===== config.mk =====
export PLATFORM = sky130hd
export DESIGN_NAME = pc_card16_cycle_timing_generator
export DESIGN_NICKNAME = d
export VERILOG_FILES = /design/src/pkg/card_cycle_pkg.sv /design/src/pin_sync.sv /design/src/card_timing_table.sv /design/src/pc_card16_cycle_timing_generator.sv
export VERILOG_INCLUDE_DIRS = /design/src /design/src/pkg
export SDC_FILE = /design/constraint.sdc
export NUM_CORES = 1
export LEC_CHECK = 0
export BUFFER_PORTS_ARGS = -buffer_cell sky130_fd_sc_hd__buf_4
export CORE_AREA = 2 2 118 120
export CTS_CLUSTER_DIAMETER = 150
export CTS_CLUSTER_SIZE = 14
export DETAILED_ROUTE_END_ITERATION = 16
export DIE_AREA = 0 0 120 122
export GPL_TIMING_DRIVEN = 0
export SYNTH_ARGS = -nofsm -noshare
export SYNTH_HDL_FRONTEND = slang
export SYNTH_SLANG_ARGS = --single-unit

===== constraint.sdc =====
create_clock -name clk -period 3.5 [get_ports clk]
set_input_delay 0.7 -clock clk [delete_from_list [all_inputs] [get_ports clk]]
set_output_delay 0.7 -clock clk [all_outputs]
set_load 0.05 [all_outputs]

===== src/pkg/card_cycle_params.svh =====
// Timing counts and widths for the 16-bit card cycle generator.
`ifndef CARD_CYCLE_PARAMS_SVH
`define CARD_CYCLE_PARAMS_SVH

// Reference clock period that the counts were sized against, in ns.
`define PCLK_PERIOD_NS 30
// Address and data widths on the card side.
`define CARD_ADDR_W 26
`define CARD_DATA_W 16
// Width of every phase counter.
`define CNT_W 5

// Address setup counts, in clocks.
`define SETUP_IO 5'h03
`define SETUP_MEM_WS1_LO 5'h02
`define SETUP_MEM_WS1_HI 5'h04
// Extra setup clocks added before the strobe falls.
`define SETUP_EXTRA 5'h02

// Command-active counts for 8-bit cycles, in clocks.
`define CMD8_NO_WAIT 5'h13
`define CMD8_WAIT 5'h17
`define CMD8_ZERO_WAIT 5'h07

// Command-active counts for 16-bit I/O cycles, in clocks.
`define CMD16_IO_WS0 5'h07
`define CMD16_IO_WS1 5'h0B

// Command-active counts for 16-bit memory cycles, in clocks.
`define CMD16_MEM_WS00 5'h09
`define CMD16_MEM_WS01 5'h0D
`define CMD16_MEM_WS10 5'h11
`define CMD16_MEM_WS11 5'h17
`define CMD16_MEM_ZERO_WAIT 5'h05

// Address hold counts, in clocks.
`define HOLD_IO 5'h02
`define HOLD_MEM_WS1_LO 5'h02
`define HOLD_MEM_WS1_HI 5'h03
// Extra hold clocks added after the strobe rises.
`define HOLD_EXTRA 5'h01

// Chip enable patterns, active low: both bytes or the low byte only.
`define CE_WORD 2'h0
`define CE_BYTE 2'h2
`define CE_OFF 2'h3

`endif


===== src/pkg/card_cycle_pkg.sv =====
// Types shared by the card cycle generator and its helpers.
package card_cycle_pkg;

    // Window settings that shape one card cycle.
    typedef struct packed {
        logic [1:0] timing_set_select;
        logic [1:0] wait_state_field;
        logic zero_wait_select;
    } win_cfg_t;

    // One card access request from the host side.
    typedef struct packed {
        logic is_mem;
        logic is_write;
        logic is_16bit;
        logic attr_space;
        logic [25:0] addr;
        logic [15:0] wdata;
    } card_req_t;

    // Clock counts for the three phases of a cycle.
    typedef struct packed {
        logic [4:0] setup;
        logic [4:0] cmd;
        logic [4:0] hold;
    } cycle_counts_t;

    // Phase of the cycle sequencer, one-hot.
    typedef enum logic [3:0] {
        ST_IDLE  = 4'h1,
        ST_SETUP = 4'h2,
        ST_CMD   = 4'h4,
        ST_HOLD  = 4'h8
    } cycle_state_t;

endpackage


===== src/pin_sync.sv =====
// Two-flop synchroniser for card pins.
`timescale 1ns/1ns
module pin_sync #(
    parameter int W = 1,
    parameter logic [W-1:0] INIT = '0
) (
    input wire logic clk,
    input wire logic rst_n,
    input wire logic [W-1:0] d,
    output logic [W-1:0] q
);
    // First stage; only the second stage reads it.
    logic [W-1:0] meta_q;

    // Both stages take the idle level at reset.
    always_ff @(posedge clk or negedge rst_n) begin
        if (!rst_n) begin
            meta_q <= INIT;
            q <= INIT;
        end else begin
            meta_q <= d;
            q <= meta_q;
        end
    end
endmodule


===== src/card_timing_table.sv =====
// Lookup of setup, command and hold counts from window settings.
`timescale 1ns/1ns
`include "card_cycle_params.svh"
module card_timing_table
    import card_cycle_pkg::*;
(
    input win_cfg_t cfg,
    input wire logic is_mem,
    input wire logic is_16bit,
    output cycle_counts_t counts
);
    // Picks the memory or I/O value, memory by the upper wait bit.
    function automatic logic [4:0] by_upper(input logic mem, input logic ws1,
                                            input logic [4:0] io_v,
                                            input logic [4:0] lo_v,
                                            input logic [4:0] hi_v);
        if (!mem) begin
            by_upper = io_v;
        end else begin
            by_upper = ws1 ? hi_v : lo_v;
        end
    endfunction

    // Only one timing set exists; every select value uses it.
    always_comb begin
        counts.setup = by_upper(is_mem, cfg.wait_state_field[1], `SETUP_IO,
                                `SETUP_MEM_WS1_LO, `SETUP_MEM_WS1_HI);
        counts.hold = by_upper(is_mem, cfg.wait_state_field[1], `HOLD_IO,
                               `HOLD_MEM_WS1_LO, `HOLD_MEM_WS1_HI);
        if (!is_16bit) begin
            // Byte cycles: I/O uses the low wait bit, memory any nonzero code.
            if ((is_mem ? (cfg.wait_state_field != 2'h0) : cfg.wait_state_field[0])) begin
                counts.cmd = `CMD8_WAIT;
            end else if (cfg.zero_wait_select) begin
                counts.cmd = `CMD8_ZERO_WAIT;
            end else begin
                counts.cmd = `CMD8_NO_WAIT;
            end
        end else if (!is_mem) begin
            // Word I/O has no zero-wait form.
            counts.cmd = cfg.wait_state_field[0] ? `CMD16_IO_WS1 : `CMD16_IO_WS0;
        end else begin
            case (cfg.wait_state_field)
                2'h0: counts.cmd = cfg.zero_wait_select ? `CMD16_MEM_ZERO_WAIT : `CMD16_MEM_WS00;
                2'h1: counts.cmd = `CMD16_MEM_WS01;
                2'h2: counts.cmd = `CMD16_MEM_WS10;
                2'h3: counts.cmd = `CMD16_MEM_WS11;
                default: counts.cmd = `CMD16_MEM_WS11;
            endcase
        end
    end
endmodule


===== src/pc_card16_cycle_timing_generator.sv =====
// Sequencer that times 16-bit card memory and I/O cycles in clock counts.
// Functional notes
// - All phase times counted in clock cycles.
// - Counts chosen from the access window settings.
// - Intervals never shorter than legacy reference.
// - Setup: I/O 3, memory 2 or 4.
// - Byte command: 19, 23, zero-wait 7.
// - Word I/O command: 7 or 11.
// - Word memory command: 9/13/17/23, zero-wait 5.
// - Hold: I/O 2, memory 2 or 3.
// - Address stable setup plus two before strobe.
// - Address, attribute stable hold plus one after.
// - I/O strobe low for selected command time.
// - Card WAIT stretches strobe until released.
// - Counts sized for a 30 ns clock.
`timescale 1ns/1ns
`include "card_cycle_params.svh"
module pc_card16_cycle_timing_generator
    import card_cycle_pkg::*;
(
    input wire logic clk,
    input wire logic rst_n,
    input wire logic req_valid,
    input card_req_t req,
    input win_cfg_t win_cfg,
    input wire logic card_wait_n,
    input wire logic [15:0] cdata_i,
    output logic req_ready_q,
    output logic done_q,
    output logic [15:0] rdata_q,
    output logic [25:0] card_addr_q,
    output logic reg_n_q,
    output logic [1:0] ce_n_q,
    output logic oe_n_q,
    output logic we_n_q,
    output logic iord_n_q,
    output logic iowr_n_q,
    output logic [15:0] cdata_o_q,
    output logic cdata_oe_q
);
    // Synchronised card inputs.
    logic wait_n_s;
    logic [15:0] cdata_s;
    // Counts looked up for the request now offered.
    cycle_counts_t tbl_counts;
    // Sequencer state, phase counter, latched counts and request.
    cycle_state_t state_q, state_d;
    logic [4:0] cnt_q, cnt_d;
    cycle_counts_t counts_q, counts_d;
    card_req_t cur_q, cur_d;
    // Registered pin and handshake values, next values.
    logic req_ready_d, done_d, reg_n_d, oe_n_d, we_n_d, iord_n_d, iowr_n_d, cdata_oe_d;
    logic [15:0] rdata_d, cdata_o_d;
    logic [25:0] card_addr_d;
    logic [1:0] ce_n_d;
    // A request is taken only while idle.
    logic accept;
    // The card holds the cycle open.
    logic wait_active;
    // Strobe to drive during the command phase.
    logic strobe_d;

    // WAIT idles high, data lines have no idle level.
    pin_sync #(.W(1), .INIT(1'b1)) u_wait_sync (
        .clk(clk),
        .rst_n(rst_n),
        .d(card_wait_n),
        .q(wait_n_s)
    );

    // Read data is sampled through the same two-flop path.
    pin_sync #(.W(16), .INIT(16'h0000)) u_data_sync (
        .clk(clk),
        .rst_n(rst_n),
        .d(cdata_i),
        .q(cdata_s)
    );

    // Count lookup from the window that the access falls into.
    card_timing_table u_table (
        .cfg(win_cfg),
        .is_mem(req.is_mem),
        .is_16bit(req.is_16bit),
        .counts(tbl_counts)
    );

    assign accept = req_valid && (state_q == ST_IDLE);
    assign wait_active = !wait_n_s;

    // Phase sequencer: setup, command, hold, each a down count of clocks.
    always_comb begin
        state_d = state_q;
        cnt_d = cnt_q;
        counts_d = counts_q;
        cur_d = cur_q;
        done_d = 1'b0;
        case (state_q)
            ST_IDLE: begin
                if (accept) begin
                    // Latch the settings once; later changes do not disturb this cycle.
                    cur_d = req;
                    counts_d = tbl_counts;
                    cnt_d = tbl_counts.setup + `SETUP_EXTRA - 5'h01;
                    state_d = ST_SETUP;
                end
            end
            ST_SETUP: begin
                if (cnt_q == 5'h00) begin
                    cnt_d = counts_q.cmd - 5'h01;
                    state_d = ST_CMD;
                end else begin
                    cnt_d = cnt_q - 5'h01;
                end
            end
            ST_CMD: begin
                if (cnt_q != 5'h00) begin
                    cnt_d = cnt_q - 5'h01;
                end else if (!wait_active) begin
                    // Command time spent and card ready: close the strobe.
                    cnt_d = counts_q.hold + `HOLD_EXTRA - 5'h01;
                    state_d = ST_HOLD;
                end
            end
            ST_HOLD: begin
                if (cnt_q == 5'h00) begin
                    // Next address phase may begin only after this.
                    done_d = 1'b1;
                    state_d = ST_IDLE;
                end else begin
                    cnt_d = cnt_q - 5'h01;
                end
            end
            default: begin
                state_d = ST_IDLE;
                cnt_d = 5'h00;
            end
        endcase
    end

    // Pin values follow the next state so every output is a flop.
    always_comb begin
        strobe_d = (state_d == ST_CMD);
        req_ready_d = (state_d == ST_IDLE);
        card_addr_d = accept ? req.addr : card_addr_q;
        // Attribute select and enables hold through the hold phase.
        reg_n_d = (state_d == ST_IDLE) ? 1'b1 : !(cur_d.attr_space || !cur_d.is_mem);
        ce_n_d = (state_d == ST_IDLE) ? `CE_OFF : (cur_d.is_16bit ? `CE_WORD : `CE_BYTE);
        oe_n_d = !(strobe_d && cur_d.is_mem && !cur_d.is_write);
        we_n_d = !(strobe_d && cur_d.is_mem && cur_d.is_write);
        iord_n_d = !(strobe_d && !cur_d.is_mem && !cur_d.is_write);
        iowr_n_d = !(strobe_d && !cur_d.is_mem && cur_d.is_write);
        // Write data is driven from setup through hold.
        cdata_oe_d = (state_d != ST_IDLE) && cur_d.is_write;
        cdata_o_d = accept ? req.wdata : cdata_o_q;
        // Read data is taken in the first hold cycle.
        rdata_d = rdata_q;
        if ((state_q == ST_HOLD) && (cnt_q == counts_q.hold) && !cur_q.is_write) begin
            rdata_d = cdata_s;
        end
    end

    // State and pin registers.
    always_ff @(posedge clk or negedge rst_n) begin
        if (!rst_n) begin
            state_q <= ST_IDLE;
            cnt_q <= 5'h00;
            counts_q <= '0;
            cur_q <= '0;
            req_ready_q <= 1'b1;
            done_q <= 1'b0;
            rdata_q <= 16'h0000;
            card_addr_q <= 26'h0000000;
            reg_n_q <= 1'b1;
            ce_n_q <= `CE_OFF;
            oe_n_q <= 1'b1;
            we_n_q <= 1'b1;
            iord_n_q <= 1'b1;
            iowr_n_q <= 1'b1;
            cdata_o_q <= 16'h0000;
            cdata_oe_q <= 1'b0;
        end else begin
            state_q <= state_d;
            cnt_q <= cnt_d;
            counts_q <= counts_d;
            cur_q <= cur_d;
            req_ready_q <= req_ready_d;
            done_q <= done_d;
            rdata_q <= rdata_d;
            card_addr_q <= card_addr_d;
            reg_n_q <= reg_n_d;
            ce_n_q <= ce_n_d;
            oe_n_q <= oe_n_d;
            we_n_q <= we_n_d;
            iord_n_q <= iord_n_d;
            iowr_n_q <= iowr_n_d;
            cdata_o_q <= cdata_o_d;
            cdata_oe_q <= cdata_oe_d;
        end
    end

    // Checking helpers: cycles spent in the current phase.
    logic [5:0] phase_len_q;
    logic any_strobe;
    assign any_strobe = !(oe_n_q && we_n_q && iord_n_q && iowr_n_q);

    // Counts from zero at each phase entry.
    always_ff @(posedge clk or negedge rst_n) begin
        if (!rst_n) begin
            phase_len_q <= 6'h00;
        end else if (state_d != state_q) begin
            phase_len_q <= 6'h00;
        end else if (phase_len_q != 6'h3F) begin
            phase_len_q <= phase_len_q + 6'h01;
        end
    end
endmodule


==> results of run 1 <==
==> power by group through the flow <==
stage	clock network, mW	registers (mW)	logic, mW
final	1.85	2.02	2.56
after global routing	1.97	2.07	2.72
after CTS	1.89	2.02	2.59
after detailed placement	0	2.04	2.59
after global placement	0	2.02	2.56
after floorplan	0	2.99	0.834
==> worst max-delay path, delay by kind of cell (launching register included) <==
| kind | cells | cell delay, ps |
|---|---|---|
| adders and majority gates | 1 | 240 |
| AOI/OAI and AO/OA | 2 | 300 |
| and+or+nand+nor | 3 | 1000 |
| DFF | 1 | 450 |
| buffers and inverters | 1 | 120 |
==> metal layers <==
metal	wire length, µm	track usage (%)	part of all wire, %	up-vias
met5	0	0	0	-
met4	158	5.81	1.7	0
met3	667	6.09	7.0	12
met2	4770	21.4	50	95
met1	3970	16.2	41	1502
li1	-	-	-	1415
==> stage by stage <==
stage               hold slack, ps  std cells  cell area, µm²  util (%)
floorplan                      331        315            4560         -
global placement               331        631            5810      43.0
detailed placement             336        632            5840      43.2
CTS                            239        664            6470      47.9
global route                   247        664            6470      47.9
finish                         232        664            6470      47.9
==> cell usage after synthesis (3+ instances only) <==
library cell	instances
a21oi_1	8
a22o_1	3
buf_1	3
buf_2	4
buf_6	3
dfrtp_1	110
dfstp_2	10
ha_1	3
inv_1	10
mux2_2	50
mux2_4	10
nand2_1	14
nand2b_1	6
nand3_1	7
nor2_1	15
nor3_1	4
o21ai_0	8
o21ai_1	3
o22ai_1	3
xnor2_1	5
==> cell type report <==
type / instances / area [µm²]
Sequential cell: 120 / 3020
Buffer: 13 / 83.8
Timing Repair Buffer: 137 / 1050
Tap cell: 180 / 225
Clock inverter: 14 / 205
Inverter: 10 / 37.5
Clock buffer: 18 / 429
Multi-Input combinational cell: 172 / 1420
Fill cell: 1217 / 7030
==> sequential cells by signal (all words and copies together), names as in the netlist, 2 cells and up <==
register	count
card_addr_q	26
cur_q	4
rdata_q	16
u_data_sync.q	16
cdata_o_q	16
counts_q	6
state_q	4
ce_n_q	2
cnt_q	5
u_data_sync.meta_q	16
==> logic make-up (layout without fill, tap and decap cells) <==
logic type	count (synthesis)	count (layout)	synth area share, %
and+or+nand+nor	63	63	7.65
DFF	120	120	66.1
xor gates and xnor gates	6	6	1.15
adders and majority gates	3	3	0.823
AOI/OAI and AO/OA	38	38	5.51
buffers and inverters	23	192	2.66
muxes	62	62	16.1
==> worst max-delay path by stage <==
stage | from | endpoint | slack [ps]
4_1_cts | state_q[3] | counts_q[6] | 1300
5_1_grt | state_q[3] | counts_q[6] | 1170
2_1_floorplan | cnt_q[0] | cnt_q[2] | 1560
6_report | cnt_q[0] | cnt_q[2] | 1350
3_5_place_dp | state_q[3] | counts_q[6] | 1320
3_3_place_gp | state_q[3] | counts_q[6] | 1320
==> summary.txt, run 1 <==
Status
  – Status: completed

Clock network
  – H-tree depth: 4
  – Max Root-Sink Buffers: 2
  – Worst-skew pair later-pin latency: 400 ps
  – Root buffer cell: clkbuf_16
  – Post-CTS sizing: 0
  – Post-CTS setup buffer count: 0
  – CTS tree: built
  – Clk slew on worst S/H paths: 50 ps
  – Num Clock Sinks: 120
  – CTS buffer count: 17
  – Hold-fix buffers at CTS: 0

Global routing
  – Vias in the first global route: 3056
  – Initial antenna violation count: 0
  – Overall Global Routing Usage: 13.6%
  – First-pass GRT wire length: 15.2 mm
  – Largest net degree at the start of global routing: 74
  – Gr ovfl total: 0

Critical path
  – Startpoint types: flop
  – Worst reg2reg path endpoint: cnt_q[2]
  – R2R Path Start: cnt_q[0]
  – Crit path capture type: flop
  – CP Cell Sequence: inv_1 > ha_1 > nor4b_2 > or4_1 > and2_2 > o21ai_0 > a22o_1
  – Worst Path Max Fanout: 6
  – Slowest cell delay on critical path: 540 ps
  – Crit Path Class: flop to flop
  – Flop-to-flop setup slack: 1350 ps
  – FF-to-FF path depth: 7
  – WP data arrival: 2490 ps
  – CP Data Required Time: 3840 ps
  – Slowest-stage cell, CP: or4_1

Placement
  – # port buffers: 136
  – DP HPWL: 6.86 mm
  – Final GP Congestion: 0.840
  – Dpl ws: 1320 ps

Die
  – Ports: 139
  – DIE HEIGHT: 122 µm
  – Die area: 14600 µm²
  – Core ar.: 13500 µm²
  – Chip Width: 120 µm
  – Initial Util: 33.8%
  – Placement row count: 43

Logic synthesis
  – Largest cells by area after synthesis: dfrtp_1 60%, mux2_2 12%, dfstp_2 5.8%, mux2_4 3.3%, nor2_1 1.2%
  – Post-Syn Area: 4560 µm²
  – Number of warnings issued by yosys: 0
  – Post-synthesis sequential area ratio: 66.1%
  – Mapped Cells: 315
  – Yosys top cell area share: 60.4%
  – Post-synth ARST share: 100%
  – Post-synth EDFFs: 0
  – Post-synth top area cell: dfrtp_1
  – Most used flip-flop cell after synthesis: dfrtp_1
  – Synth unique cells: 48
  – Post-Syn Nets: 389
  – Syn_area_per_cell: 14.5 µm²
  – Flops & latches, synth: 120

Power
  – Internal cell power: 3.98 mW
  – Lkg Pwr: 3.09 nW
  – Logic pwr share: 39.8%
  – Overall power: 6.43 mW
  – Clock group share of total power: 28.8%
  – Part of the power in registers: 31.4%
  – Worst vdd ir: 690 µV
  – PwrDens: 994 nW/µm²
  – Switching power: 2.45 mW
  – Switching share of total power: 38.1%

STA
  – Unrepaired setup endpoints after global routing: no
  – Max Fclk: 464 MHz
  – Setup violators final: 0
  – TNS Setup: 0 ps
  – Minimum clock period: 2150 ps
  – Final WS setup: 1350 ps
  – Fin crit share: 61.5%
  – Rel. slew slack: 63.5%
  – Final Skew: 6.27 ps
  – Final hold vios: 0
  – Pins Over Slew Limit: 0
  – Worst slew pin tran: 547 ps

Routing
  – Via Count: 3024
  – DRC violations left: 0
  – Via/cell ratio: 4.55
  – Post-Route WL: 9.57 mm
  – First-iteration detailed-routing DRC count: 161
  – Wirelength per Cell: 14.4 µm
  – Pre-antenna DRT Iters: 4
  – Antenna Violating Nets Remaining: 0

Cells and area
  – Commonest non-fill, non-tap cell in the layout: buf_4
  – NumNets Final: 545
  – Area Growth Syn to Fin: 41.9%
  – Commonest cells after routing, fill and taps aside: 137 x buf_4, 110 x dfrtp_1, 50 x mux2_2, 17 x clkbuf_16, 15 x nor2_1
  – Layout cells sized above 1: 52.7%
  – # diodes: 0

Run
  – Max-cap violation count: 0

Min path
  – Tightest Hold Check Type: input port to asynchronous set/reset pin
Power figures use the tool's default switching activity.
==> run 2, diff against run 1 <==
- clock period: 3.5 -> 2.1 ns (I/O delays scaled with it)
==> run 2 against run 1 <==
  * Global-route usage is 0.050 points higher
  * Register-to-register slack got worse by 1300 ps
  * Worst setup slack lost 1300 ps
  * Clock-buffer cell count unchanged
==> summary.txt, run 2 (synthesis gave the netlist of run 1 again) <==
STA
  – Fin crit share: 97.5%
  – Worst slew pin tran: 570 ps
  – Rel. slew slack: 62.0%
  – Final WS setup: 52.2 ps
  – Max Fclk: 488 MHz
  – WHS: 120 ps
  – Final hold vios: 0
  – Pins Over Slew Limit: 0
  – Minimum clock period: 2050 ps
  – Final Skew: 5.16 ps
  – Setup violators final: 0
  – TNS Setup: 0 ps

Die
  – Die area: 14600 µm²
  – Core ar.: 13500 µm²
  – Ports: 139
  – Initial Util: 33.8%
  – Placement row count: 43
  – Chip Width: 120 µm
  – DIE HEIGHT: 122 µm

Routing
  – Via/cell ratio: 4.60
  – Pre-antenna DRT Iters: 4
  – Post-Route WL: 9.69 mm
  – Top Layer Used: met4
  – DRC violations left: 0
  – Routed met3 length: 650 µm
  – First-iteration detailed-routing DRC count: 126
  – Antenna Violating Nets Remaining: 0
  – Met1 wire length: 3.96 mm
  – Via Count: 3072
  – Wirelength per Cell: 14.5 µm
  – Met2 WL post-DR: 4.86 mm

Critical path
  – Startpoint types: flop
  – CP Data Required Time: 2390 ps
  – WP data arrival: 2340 ps
  – Worst Path Max Fanout: 9
  – Crit. Startpoint: cnt_q[0]
  – R2R Path Start: cnt_q[0]
  – Crit path capture type: flop
  – Crit Path Class: flop to flop

Cells and area
  – Area Growth Syn to Fin: 43.9%
  – Number of flip-flops in the largest register: 26
  – Largest register by flop count: card_addr_q
  – Post-route cell area: 6560 µm²
  – Fill count: 1211
  – Register Area: 3020 µm²
  – Area of the multi-input gates: 1480 µm²
  – Layout cells sized above 1: 54.7%
  – # diodes: 0
  – Commonest non-fill, non-tap cell in the layout: buf_4
  – Commonest cells after routing, fill and taps aside: 140 x buf_4, 109 x dfrtp_1, 50 x mux2_2, 17 x clkbuf_16, 15 x nor2_1
  – NumNets Final: 549

Clock network
  – H-tree depth: 4
  – Root buffer cell: clkbuf_16
  – CTS buffer count: 17
  – Max Root-Sink Buffers: 2
  – Num Clock Sinks: 120
  – Clk slew on worst S/H paths: 50 ps
  – Worst-skew pair later-pin latency: 400 ps
  – CTS tree: built

Placement
  – Dpl ws: -82.0 ps
  – Area after DPL: 5840 µm²
  – Final GP Congestion: 0.840
  – DP HPWL: 6.86 mm
  – # port buffers: 136

Global routing
  – Gr ovfl total: 0
  – Overall Global Routing Usage: 13.6%
  – Initial antenna violation count: 0
  – Vias in the first global route: 3082
  – First-pass GRT wire length: 15.3 mm
  – Largest net degree at the start of global routing: 74

Min path
  – Tightest Hold Check Type: input port to flop
  – Hold Crit Start: cdata_i[5]

Power
  – PwrDens: 1660 nW/µm²
  – Worst vdd ir: 1150 µV
  – Overall power: 10.9 mW
  – Lkg Pwr: 3.12 nW

Run
  – Max-cap violation count: 0

Status
  – Status: completed
==> run 2: per-stage QoR <==
stage	cells	util (%)
final	668	48.6
after global routing	668	48.6
after CTS	665	48.1
after detailed placement	632	43.2
after global placement	631	43.0
after floorplan	315	-
==> run 2: report_power, final <==
part / total, mW / leakage [nW] / switching (mW) / internal [mW]
logic: 4.41 / 1.37 / 2.77 / 1.63
clock network: 3.09 / 0.313 / 0.998 / 2.09
registers: 3.37 / 1.44 / 0.384 / 2.99
==> run 2: area by class of cell <==
| class | instances | share of cell area, % |
|---|---|---|
| clock inverter | 14 | 3.13 |
| inverter | 10 | 0.572 |
| sequential | 120 | 46.0 |
| multi-input combinational | 172 | 22.5 |
| clock buffer | 18 | 6.54 |
| tap | 180 | 3.43 |
| timing repair buffer | 141 | 16.5 |
| buffer | 13 | 1.32 |
==> run 2: final timing paths <==
kind	to	slack, ps	depth (start not counted)
worst min register to register	u_data_sync.q[8]	350	0
worst max-delay path	cnt_q[2]	50	6
min in group asynchronous	cnt_q[2]	540	2
worst max register to register	cnt_q[2]	50	6
worst min-delay path	u_data_sync.meta_q[5]	120	1
max in group asynchronous	u_wait_sync.q	830	3
==> run 2: repair_timing <==
item,CTS,global route
cloned,0,0
pin swaps,0,1
hold buffers,1,0
resized for setup,4,10
endpoints found under the setup margin,6,20
setup buffers,0,3
endpoints found under the hold margin,44,0
==> run 2: per-layer routing <==
metal | vias to the layer above | global-route usage [%]
met4 | 0 | 7.13
met5 | - | 0
met3 | 17 | 5.34
met1 | 1528 | 16.3
li1 | 1424 | -
met2 | 103 | 21.4
==> run 2: critical path, cell delays in order (launching register included) <==
cell	delay, ps
dfrtp_2	450
inv_2	90
ha_2	200
or4b_4	510
o32a_1	360
buf_6	140
a22o_1	190
==> run 3, diff against run 2 <==
- CELL_PAD_IN_SITES_DETAIL_PLACEMENT: unset -> 2
- CELL_PAD_IN_SITES_GLOBAL_PLACEMENT: unset -> 2
- CORE_AREA: 2 2 118 120 -> 4 4 120 122
- DIE_AREA: 0 0 120 122 -> 0 0 124 126
- PLACE_DENSITY_LB_ADDON: unset -> 0.1
- clock period: 2.1 -> 2.55 ns (I/O delays scaled with it)
==> run 3 against run 2 <==
  * Clock skew increased by 2.1 ps
  * Clock-buffer cell count decreased by 1
  * Global-route usage increased by 2.7 points
  * Worst setup slack improved by 300 ps
  * Cell count decreased by 1.0%
  * Clock power decreased by 18%
  * Total power decreased by 18%
  * Largest cell class unchanged
==> summary.txt, run 3 (synthesis gave the netlist of run 1 again) <==
Routing
  – DRC violations left: 0
  – Wirelength per Cell: 18.0 µm
  – Antenna Violating Nets Remaining: 0
  – Post-Route WL: 11.9 mm
  – Pre-antenna DRT Iters: 4
  – Via/cell ratio: 4.70
  – First-iteration detailed-routing DRC count: 112
  – Via Count: 3110

Clock network
  – Post-CTS setup buffer count: 0
  – Root buffer cell: clkbuf_16
  – CTS buffer count: 17
  – Num Clock Sinks: 120
  – Clk slew on worst S/H paths: 60 ps
  – H-tree depth: 4
  – Worst-skew pair later-pin latency: 410 ps
  – Max Root-Sink Buffers: 2
  – CTS tree: built

STA
  – Final hold vios: 0
  – Fin crit share: 86.2%
  – Pins Over Slew Limit: 0
  – Final Skew: 7.22 ps
  – Setup violators final: 0
  – Rel. slew slack: 61.3%
  – Minimum clock period: 2200 ps
  – TNS Setup: 0 ps
  – Worst slew pin tran: 579 ps
  – Unrepaired setup endpoints after global routing: no
  – Max Fclk: 455 MHz

Global routing
  – Vias in the first global route: 3581
  – Gr ovfl total: 0
  – Initial antenna violation count: 0
  – Largest net degree at the start of global routing: 88
  – Overall Global Routing Usage: 16.4%
  – First-pass GRT wire length: 19.3 mm

Placement
  – Final GP Congestion: 0.709
  – DP HPWL: 8.31 mm
  – # port buffers: 136

Cells and area
  – # diodes: 0
  – Area Growth Syn to Fin: 41.9%
  – NumNets Final: 546
  – Number of flip-flops in the largest register: 26
  – Layout cells sized above 1: 52.8%
  – Core Util, Final: 49.1%
  – Largest register by flop count: card_addr_q
  – Commonest non-fill, non-tap cell in the layout: buf_4
  – Fill count: 1265
  – Commonest cells after routing, fill and taps aside: 137 x buf_4, 110 x dfrtp_1, 50 x mux2_2, 17 x clkbuf_16, 15 x nor2_1

Critical path
  – CP Data Required Time: 2900 ps
  – Crit path buffers/inverters: 1
  – Delay-heaviest family, CP: simple AND/OR/NAND/NOR gates
  – WP data arrival: 2550 ps
  – Crit path capture type: flop
  – Slowest-stage cell, CP: or4_1
  – Worst Path Max Fanout: 6
  – CP Cell Sequence: inv_1 > ha_1 > nor4b_2 > or4_1 > and2_2 > o21ai_0 > a22o_1
  – Crit Path Class: flop to flop
  – Slowest cell delay on critical path: 550 ps
  – Startpoint types: flop

Power
  – Logic pwr share: 40.5%
  – Internal cell power: 5.38 mW
  – PwrDens: 1380 nW/µm²
  – Overall power: 8.91 mW
  – Part of the power in registers: 31.2%
  – Worst vdd ir: 890 µV
  – Switching power: 3.54 mW
  – Lkg Pwr: 3.07 nW
  – Switching share of total power: 39.7%
  – Clock group share of total power: 28.3%

Die
  – Placement row count: 42
  – Ports: 139
  – DIE HEIGHT: 126 µm
  – Chip Width: 124 µm
  – Core ar.: 13200 µm²
  – Die area: 15600 µm²
  – Initial Util: 34.6%

Status
  – Status: completed

Run
  – Max-cap violation count: 0

Min path
  – Tightest Hold Check Type: input port to flop
[run 3: cell types whose count changed in the layout (fill, tap and decap cells not counted), moves of 2 or more]
cell,change
clkinv_2,-4
clkinvlp_4,+4
buf_4,-3
nor4b_2,+2
nor4b_4,-2
[run 3: repair_timing]
item / 4_1_cts / 5_1_grt
gates resized for setup: 0 / 0
hold buffers: 1 / 0
setup endpoints to repair: 0 / 0
endpoints found under the hold margin: 30 / 0
[run 3: area by class of cell]
cell class | count | area, µm² | share of cell area, %
Multi-Input combinational cell | 172 | 1420 | 22.0
Inverter | 10 | 37.5 | 0.580
Tap cell | 176 | 220 | 3.40
Buffer | 13 | 83.8 | 1.30
Timing Repair Buffer | 138 | 1060 | 16.4
Clock buffer | 17 | 425 | 6.57
Clock inverter | 15 | 203 | 3.13
Sequential cell | 120 | 3020 | 46.6
[run 3: metal layers]
layer / track usage (%) / routed length (µm) / vias to the layer above
li1: - / - / 1416
met1: 19.3 / 4710 / 1577
met2: 26.0 / 5980 / 110
met3: 8.43 / 1110 / 7
met4: 5.03 / 115 / 0
met5: 0 / 0 / -
[run 3: power by group through the flow]
stage / Sequential (mW) / Combinational, mW / Clock [mW]
global route: 2.86 / 3.85 / 2.69
detailed placement: 2.81 / 3.63 / 0
global placement: 2.77 / 3.57 / 0
floorplan: 4.11 / 1.14 / 0
finish: 2.78 / 3.61 / 2.52
CTS: 2.79 / 3.67 / 2.58
[run 3: metrics by stage]
step | worst slack (ps) | instances | hold slack (ps) | cell area, µm²
floorplan | 611 | 315 | 214 | 4560
global placement | 396 | 627 | 332 | 5800
detailed placement | 373 | 628 | 336 | 5830
CTS | 329 | 661 | 178 | 6470
global route | 171 | 661 | 175 | 6470
finish | 352 | 661 | 203 | 6470
[run 3: path summary, 6_finish.rpt]
kind	cells after the start	endpoint	start	slack, ps
max reg2reg	7	cnt_q[2]	cnt_q[0]	350
min	1	u_data_sync.meta_q[8]	cdata_i[8]	200
min reg2reg	0	u_data_sync.q[13]	u_data_sync.meta_q[13]	350
max in group asynchronous	3	rdata_q[1]	rst_n	1260
min in group asynchronous	2	u_data_sync.q[14]	rst_n	560
max	7	cnt_q[2]	cnt_q[0]	350
